[src/hdl/wdt_defs.svh]
`ifndef WDT_DEFS_SVH
`define WDT_DEFS_SVH

// ****************************************************************
// Timing
// ****************************************************************
`define WDT_CLK_HZ        125000000
`define WDT_OSC_HZ        400000
`define WDT_OSC_DIV       (`WDT_CLK_HZ / `WDT_OSC_HZ)
`define WDT_RST_LEN       5'h10

// ****************************************************************
// Register byte offsets
// ****************************************************************
`define WDT_OFF_CTRL      5'h00
`define WDT_OFF_RELOAD    5'h04
`define WDT_OFF_FEED      5'h08
`define WDT_OFF_COUNT     5'h0c
`define WDT_OFF_STATUS    5'h10
`define WDT_OFF_MASK      5'h14
`define WDT_OFF_AUX       5'h18

// ****************************************************************
// Field positions
// ****************************************************************
`define WDT_CTRL_WDE      0
`define WDT_CTRL_RUN      1
`define WDT_CTRL_OSC      2
`define WDT_CTRL_TAP_LO   4
`define WDT_CTRL_TAP_HI   6
`define WDT_AUX_SWRST     0
`define WDT_ST_TIMER      0
`define WDT_ST_WDOG       1
`define WDT_ST_SWRST      2
`define WDT_TAP_BASE      4

// ****************************************************************
// Reset values and feed bytes
// ****************************************************************
`define WDT_RST_RELOAD    8'hff
`define WDT_RST_TAP       3'h7
`define WDT_FEED_FIRST    8'ha5
`define WDT_FEED_SECOND   8'h5a

`endif

[src/hdl/wdt_pkg.sv]
package wdt_pkg;

    typedef enum logic [1:0] {
        WDT_FEED_IDLE  = 2'b00,
        WDT_FEED_ARMED = 2'b01
    } wdt_feed_t;

    typedef struct packed {
        logic        read;
        logic        write;
        logic [4:0]  address;
        logic [31:0] writedata;
        logic [3:0]  byteenable;
    } wdt_avs_req_t;

    typedef struct packed {
        logic [31:0] readdata;
        logic        waitrequest;
    } wdt_avs_rsp_t;

    typedef struct packed {
        logic        watchdog_mode_enable;
        logic        run;
        logic        osc;
        logic [2:0]  tap;
        logic [7:0]  reload;
        logic [7:0]  count;
        logic [11:0] presc;
        wdt_feed_t   feed;
        logic [2:0]  status;
        logic [2:0]  mask;
        logic [4:0]  rst_cnt;
        logic        sys_rst;
        logic        irq;
        logic        waitreq;
        logic [31:0] rdata;
    } wdt_state_t;

    typedef struct packed {
        logic [11:0] cnt;
        logic        tick;
    } wdt_div_state_t;

endpackage

[src/hdl/wdt_osc_div.sv]
`include "wdt_defs.svh"

module wdt_osc_div #(
    parameter int DIV = `WDT_OSC_DIV
) (
    input  wire logic clk_i,
    input  wire logic software_reset_bit_i,
    output logic      tick_o
);
    import wdt_pkg::*;

    localparam logic [11:0] LAST = 12'(DIV - 1);

    wdt_div_state_t q;
    wdt_div_state_t next_q;

    // ****************************************************************
    // Slow oscillator as a one-cycle enable
    // ****************************************************************
    always_comb
    begin
        next_q = q;
        next_q.tick = 1'b0;
        if (q.cnt == LAST)
        begin
            next_q.cnt = 12'h000;
            next_q.tick = 1'b1;
        end
        else
        begin
            next_q.cnt = q.cnt + 12'h001;
        end
    end

    always_ff @(posedge clk_i)
    begin
        if (software_reset_bit_i)
        begin
            q <= '0;
        end
        else
        begin
            q <= next_q;
        end
    end

    assign tick_o = q.tick;
endmodule

[src/hdl/wdt_top.sv]
`include "wdt_defs.svh"

module wdt_top #(
    parameter int OSC_DIV = `WDT_OSC_DIV,
    parameter int RST_LEN = `WDT_RST_LEN
) (
    input  wire logic                  clk_i,
    input  wire logic                  software_reset_bit_i,
    input  wire wdt_pkg::wdt_avs_req_t avs_req_i,
    input  wire logic                  pd_i,
    output wdt_pkg::wdt_avs_rsp_t      avs_rsp_o,
    output logic                       sys_rst_o,
    output logic                       irq_o
);
    import wdt_pkg::*;

    localparam logic [4:0] RST_CNT = 5'(RST_LEN);

    wdt_state_t q;
    wdt_state_t next_q;
    logic       osc_tick;

    // ****************************************************************
    // Slow oscillator enable
    // ****************************************************************
    // Same clock as the core, so every tick lands in one cycle
    wdt_osc_div #(
        .DIV    (OSC_DIV)
    ) u_osc (
        .clk_i  (clk_i),
        .software_reset_bit_i (software_reset_bit_i),
        .tick_o (osc_tick)
    );

    // ****************************************************************
    // Helpers
    // ****************************************************************
    // Carry out of the chosen prescaler stage
    function automatic logic tap_hit(
        input logic [11:0] presc,
        input logic [2:0]  tap
    );
        logic [3:0]  top;
        logic [11:0] low_mask;
        top = 4'(`WDT_TAP_BASE) + {1'b0, tap};
        low_mask = 12'hfff >> (4'hb - top);
        tap_hit = &(presc | ~low_mask);
    endfunction

    // Power-on defaults; no other reset reaches these fields
    function automatic wdt_state_t rst_state();
        rst_state         = '0;
        rst_state.reload  = `WDT_RST_RELOAD;
        rst_state.count   = `WDT_RST_RELOAD;
        rst_state.tap     = `WDT_RST_TAP;
        rst_state.feed    = WDT_FEED_IDLE;
        rst_state.waitreq = 1'b1;
    endfunction

    function automatic logic [31:0] read_mux(
        input wdt_state_t  s,
        input logic [4:0]  addr
    );
        read_mux = 32'h0000_0000;
        case (addr)
            `WDT_OFF_CTRL:
            begin
                read_mux[`WDT_CTRL_WDE] = s.watchdog_mode_enable;
                read_mux[`WDT_CTRL_RUN] = s.run;
                read_mux[`WDT_CTRL_OSC] = s.osc;
                read_mux[`WDT_CTRL_TAP_HI:`WDT_CTRL_TAP_LO] = s.tap;
            end
            `WDT_OFF_RELOAD:
            begin
                read_mux[7:0] = s.reload;
            end
            `WDT_OFF_FEED:
            begin
                read_mux[0] = (s.feed == WDT_FEED_ARMED);
            end
            `WDT_OFF_COUNT:
            begin
                read_mux[7:0] = s.count;
                read_mux[19:8] = s.presc;
            end
            `WDT_OFF_STATUS:
            begin
                read_mux[2:0] = s.status;
            end
            `WDT_OFF_MASK:
            begin
                read_mux[2:0] = s.mask;
            end
            default:
            begin
                read_mux = 32'h0000_0000;
            end
        endcase
    endfunction

    // ****************************************************************
    // Next state
    // ****************************************************************
    always_comb
    begin
        logic       wr_go;
        logic       wr_lo;
        logic [7:0] wbyte;
        logic       feed_done;
        logic       active;
        logic       pre_en;
        logic       wdog_trig;
        logic       sw_trig;
        logic [2:0] st_set;
        logic [2:0] st_clr;

        next_q = q;
        wr_go = avs_req_i.write && !q.waitreq;
        wr_lo = wr_go && avs_req_i.byteenable[0];
        wbyte = avs_req_i.writedata[7:0];
        feed_done = 1'b0;
        wdog_trig = 1'b0;
        sw_trig = 1'b0;
        st_set = 3'h0;
        st_clr = 3'h0;
        active = 1'b0;
        pre_en = 1'b0;

        // ****************************************************************
        // Bus slave: one wait cycle, then the access completes
        // ****************************************************************
        next_q.waitreq = 1'b1;
        if ((avs_req_i.read || avs_req_i.write) && q.waitreq)
        begin
            next_q.waitreq = 1'b0;
            if (avs_req_i.read)
            begin
                next_q.rdata = read_mux(q, avs_req_i.address);
            end
        end

        // ****************************************************************
        // Two-write feed sequence; a write without byte lane 0 is ignored
        // ****************************************************************
        if (wr_lo && avs_req_i.address == `WDT_OFF_FEED)
        begin
            case (q.feed)
                WDT_FEED_IDLE:
                begin
                    if (wr_lo && wbyte == `WDT_FEED_FIRST)
                    begin
                        next_q.feed = WDT_FEED_ARMED;
                    end
                end
                WDT_FEED_ARMED:
                begin
                    next_q.feed = WDT_FEED_IDLE;
                    if (wr_lo && wbyte == `WDT_FEED_SECOND)
                    begin
                        feed_done = 1'b1;
                    end
                end
                default:
                begin
                    next_q.feed = WDT_FEED_IDLE;
                end
            endcase
        end

        // ****************************************************************
        // Clock select and power-down gating
        // ****************************************************************
        active = (q.watchdog_mode_enable || q.run)
                 && !(pd_i && !q.osc);
        pre_en = active && (q.osc ? osc_tick : 1'b1);

        // ****************************************************************
        // Prescaler and down counter
        // ****************************************************************
        if (feed_done)
        begin
            next_q.count = q.reload;
            next_q.presc = 12'h000;
        end
        else if (pre_en)
        begin
            next_q.presc = q.presc + 12'h001;
            if (tap_hit(q.presc, q.tap))
            begin
                if (q.count == 8'h00)
                begin
                    next_q.count = q.reload;
                    if (q.watchdog_mode_enable)
                    begin
                        wdog_trig = 1'b1;
                        st_set[`WDT_ST_WDOG] = 1'b1;
                    end
                    else
                    begin
                        st_set[`WDT_ST_TIMER] = 1'b1;
                    end
                end
                else
                begin
                    next_q.count = q.count - 8'h01;
                end
            end
        end

        // ****************************************************************
        // Register writes
        // ****************************************************************
        if (wr_lo)
        begin
            case (avs_req_i.address)
                `WDT_OFF_CTRL:
                begin
                    next_q.watchdog_mode_enable = wbyte[`WDT_CTRL_WDE];
                    next_q.run = wbyte[`WDT_CTRL_RUN];
                    next_q.osc = wbyte[`WDT_CTRL_OSC];
                    next_q.tap =
                        wbyte[`WDT_CTRL_TAP_HI:`WDT_CTRL_TAP_LO];
                end
                `WDT_OFF_RELOAD:
                begin
                    next_q.reload = wbyte;
                end
                `WDT_OFF_STATUS:
                begin
                    st_clr = wbyte[2:0];
                end
                `WDT_OFF_MASK:
                begin
                    next_q.mask = wbyte[2:0];
                end
                `WDT_OFF_AUX:
                begin
                    if (wbyte[`WDT_AUX_SWRST])
                    begin
                        sw_trig = 1'b1;
                        st_set[`WDT_ST_SWRST] = 1'b1;
                    end
                end
                default:
                begin
                end
            endcase
        end

        // ****************************************************************
        // Sticky status, a new event beats its own clear
        // ****************************************************************
        next_q.status = (q.status & ~st_clr) | st_set;
        next_q.irq = |(next_q.status & next_q.mask);

        // ****************************************************************
        // System reset pulse; watchdog state is left alone
        // ****************************************************************
        if ((wdog_trig || sw_trig) && q.rst_cnt == 5'h00)
        begin
            next_q.rst_cnt = RST_CNT;
        end
        else if (q.rst_cnt != 5'h00)
        begin
            next_q.rst_cnt = q.rst_cnt - 5'h01;
        end
        next_q.sys_rst = (next_q.rst_cnt != 5'h00);
    end

    // ****************************************************************
    // State register
    // ****************************************************************
    // Only the power-on reset clears the watchdog
    always_ff @(posedge clk_i)
    begin
        if (software_reset_bit_i)
        begin
            q <= rst_state();
        end
        else
        begin
            q <= next_q;
        end
    end

    // ****************************************************************
    // Outputs
    // ****************************************************************
    assign avs_rsp_o.readdata    = q.rdata;
    assign avs_rsp_o.waitrequest = q.waitreq;
    assign sys_rst_o             = q.sys_rst;
    assign irq_o                 = q.irq;
endmodule

[config.mk]
export PLATFORM = sky130hd
export DESIGN_NAME = wdt_top
export DESIGN_NICKNAME = d
export VERILOG_FILES = /design/src/hdl/wdt_pkg.sv /design/src/hdl/wdt_osc_div.sv /design/src/hdl/wdt_top.sv
export VERILOG_INCLUDE_DIRS = /design/src /design/src/hdl
export SDC_FILE = /design/constraint.sdc
export NUM_CORES = 1
export LEC_CHECK = 0
export ABC_AREA = 1
export BUFFER_PORTS_ARGS = -buffer_cell sky130_fd_sc_hd__buf_2
export CAP_MARGIN = 10
export CORE_ASPECT_RATIO = 1.5
export CORE_UTILIZATION = 55
export CTS_CLUSTER_DIAMETER = 150
export DETAILED_ROUTE_END_ITERATION = 16
export PLACE_DENSITY = 0.77
export SLEW_MARGIN = 5
export SYNTH_ARGS = -nofsm -noshare
export SYNTH_HDL_FRONTEND = slang
export SYNTH_SLANG_ARGS = --single-unit
export TNS_END_PERCENT = 10
[constraint.sdc]
create_clock -name clk_i -period 1.7 [get_ports clk_i]
set_input_delay 0.34 -clock clk_i [delete_from_list [all_inputs] [get_ports clk_i]]
set_output_delay 0.34 -clock clk_i [all_outputs]
set_load 0.005 [all_outputs]
==> impl_results.md <==
* IO Port Bufs at 41
* Tmin final at between 1500 and 2000 ps
* Leak at just over 2 nW
* Top delay family on crit path: simple AND/OR/NAND/NOR gates
* Fin nets at between 600 and 700
* Final clock skew at roughly 4.8 ps
* Post-synthesis register bit count at 82
* Placed cell count at between 600 and 700
* Die W at between 70 and 80 µm
* Layout Utilization at between 60% and 70%
* Worst EP arrival at approximately 1800 ps
* Starting Density at about 57%
* Layout cells sized above 1 at about 22%
* GRT overflow at 0
* P per Cell Area at just under 1000 nW/µm²
* Switch share at approximately a quarter
* Worst setup EP type: flip-flop
* CP Launch Point: q[81]
* Max cap viols at 0
* CP max FO at 6
* TritonCTS Sinks at 82
* Synth async-reset ratio at 0%
* Final period util at between 90% and 100%
* R2r setup slk at between 100 and 150 ps
* ANT cells at 0
* Commonest non-fill, non-tap cell in the layout: nand2_1
* Avg Inst Size Synth at between 7 and 8 µm²
* Sequential power share at between 40% and 50%
* Core area at between 7000 and 8000 µm²
* RSZ-0062 raised after global routing: true
* ANT nets after route at 0
* Critical-path top delay cell: dfxtp_1
* Crit path kind: flip-flop to flip-flop
* CTS tree: yes
* Reg2reg end: sys_rst_o
* Vias/cell at 5.22
* R2r worst-path depth at 11
* Max-slew violation count at 0
* Drt wl/cell at between 10 and 15 µm
* Residual DRC at 0
* Status: finished clean
* Clk Latency, worst-skew pair at between 300 and 400 ps
* Drt total wl at about 9200 µm
* Hold slack at between 200 and 250 ps
* Hold Path Stages at 3
* FP Rows at 38
* Commonest non-fill, non-tap cells in the layout: 98 x nand2_1, 79 x dfxtp_1, 60 x inv_1
* Worst VDD drop at between 0.6 and 0.7 mV
* Critical Path, Cell by Cell: inv_2, nand2_2, nand3_4, nor2_4, nand3_4, o21bai_2, nand2_2, nand2_2, nand2_1, nor2_1, nor2_1
* Synth Instances at between 500 and 600
* Min-Delay Startpoint: avs_req_i[9]
* Synth warnings at 0
* Die area at 7830 µm²
* Post-synth cell types at 39
* Root buf cell: clkbuf_8
* Total CTS buffers at 9
* Clock buffer depth at 2
* Tightest Hold Check Type: input port to flip-flop
* H-tree levels at 3
* Hpwl dp at 6730 µm
* Sw power at around 1.1 mW
* Total number of vias at approximately 3700
* Clock share of power at between 40% and 50%
* Final setup fails at 0
* Ys flop type: dfxtp_1
* Worst hold path endpoint: q[73]
* Power Internal at between 3 and 4 mW
* Most used cell, CP: nand2_2
* Vias in the first global route at approximately 3400
* Worst Setup Start Kind: flip-flop
* Post-route insts no fill at ~700
* I/O pin count at ~80
* Die H at around 110 µm
* GP Congestion at approximately 0.94
* Logic gate share of total power at 13.9%
* Cell Area, Synth at 4110 µm²
* Gr usage total at 25.0%
* FMAX at between 600 and 700 MHz
* Worst-path clk slew at 80 ps
* Global-route wire length before repair at ~15000 µm
* Hold Vio Cnt, Final at 0
* Syn-to-layout area delta at 13.4%
* EDFF count, synth at 0
* Largest net degree at the start of global routing at 35
* Critical Path RT at a little under 2000 ps
* Crit path largest cell delay at ~380 ps
* Sequential-to-total area share from yosys stat at 39.9%
* Initial antenna violation count at 0
* Buf/Inv on CP at 1
* FF-to-FF Start: q[81]
* Initial DRT Pass Iterations at 4
* DRT iter0 DRCs at 229
-- power groups by stage --
stage	combinational, mW	sequential, mW	clock, mW
5_1_grt	0.712	2.04	1.95
6_report	0.624	2.02	1.83
2_1_floorplan	0.456	2.06	0
3_5_place_dp	0.622	2.07	0
4_1_cts	0.623	2.02	1.87
3_3_place_gp	0.584	2.07	0
-- cell usage after synthesis, types with 3 or more instances --
library cell / number / area [µm²]
buf_2: 3 / 15.0
clkbuf_1: 8 / 30.0
xor2_1: 10 / 87.6
nand2_1: 98 / 368
o22ai_1: 5 / 31.3
nand2_2: 7 / 43.8
nand3_1: 29 / 145
buf_4: 35 / 263
nor2_2: 6 / 37.5
ha_1: 5 / 62.6
o211ai_1: 20 / 150
nor3_1: 11 / 55.1
nand3_2: 4 / 40.0
inv_1: 60 / 225
inv_2: 8 / 30.0
nor4_1: 3 / 18.8
a21oi_1: 39 / 195
o21ai_0: 18 / 90.1
a31oi_1: 3 / 18.8
o21ai_1: 6 / 30.0
nor2_1: 57 / 214
or2_2: 5 / 31.3
dfxtp_1: 82 / 1640
nand4_1: 4 / 25.0
nor3b_1: 4 / 30.0
nor2_4: 5 / 56.3
-- metal layers --
| metal | track usage, % | vias to the layer above | routed length (µm) |
|---|---|---|---|
| met4 | 15.3 | 0 | 348 |
| met2 | 43.7 | 112 | 4660 |
| li1 | - | 1851 | - |
| met1 | 27.5 | 1677 | 3640 |
| met3 | 4.49 | 26 | 527 |
| met5 | 0 | - | 0 |
-- through the flow --
stage	cell area [µm²]	power (mW)	setup slack, ps	TNS (ps)
2_1_floorplan	4150	2.52	194	0
3_3_place_gp	4350	2.65	49.5	0
3_5_place_dp	4350	2.69	29.7	0
4_1_cts	4610	4.51	40.0	0
5_1_grt	4660	4.69	-13.7	-30.1
6_report	4660	4.48	111	0
-- worst register-to-register path, delay by kind of cell, from the launching register on --
family | cells | cell delay [ps]
flip-flops | 1 | 380
AND/OR/NAND/NOR | 9 | 830
buffers and inverters | 1 | 80
AO/OA/AOI/OAI | 1 | 180
-- registers in the layout, summed over array words and instances (netlist names) --
signal and cells:
q 46, avs_rsp_o 21, u_osc.q 12, irq_o 1, sys_rst_o 1, u_osc.tick_o 1
-- final cells by class --
cell class / instances / area, µm²
Clock buffer: 9 / 124
Inverter: 70 / 263
Sequential cell: 82 / 1650
Clock inverter: 7 / 141
Fill cell: 669 / 2570
Timing Repair Buffer: 65 / 385
Tap cell: 100 / 125
Multi-Input combinational cell: 369 / 1980
-- what timing repair did --
item | in CTS | in global routing
hold buffers | 0 | 0
setup endpoints to repair | 0 | 16
resized for setup | 0 | 12
buffers inserted | 0 | 1
-- logic make-up after synthesis --
group,Yosys count,synth area share [%]
simple gates,237,27.2
fa+ha+maj,5,1.52
buf+inv,116,13.9
compound gates,102,14.8
flops,82,39.9
xor+xnor,12,2.56
other cells,1,0.0912
-- how the worst max path moves through the flow --
| stage | endpoint | slack (ps) | depth (start not counted) |
|---|---|---|---|
| finish | sys_rst_o | 110 | 11 |
| floorplan | sys_rst_o | 190 | 11 |
| global placement | q[62] | 50 | 9 |
| CTS | sys_rst_o | 40 | 11 |
| detailed placement | q[63] | 30 | 9 |
| global route | sys_rst_o | -10 | 11 |
Note: power is estimated with default switching activity, not from simulation.
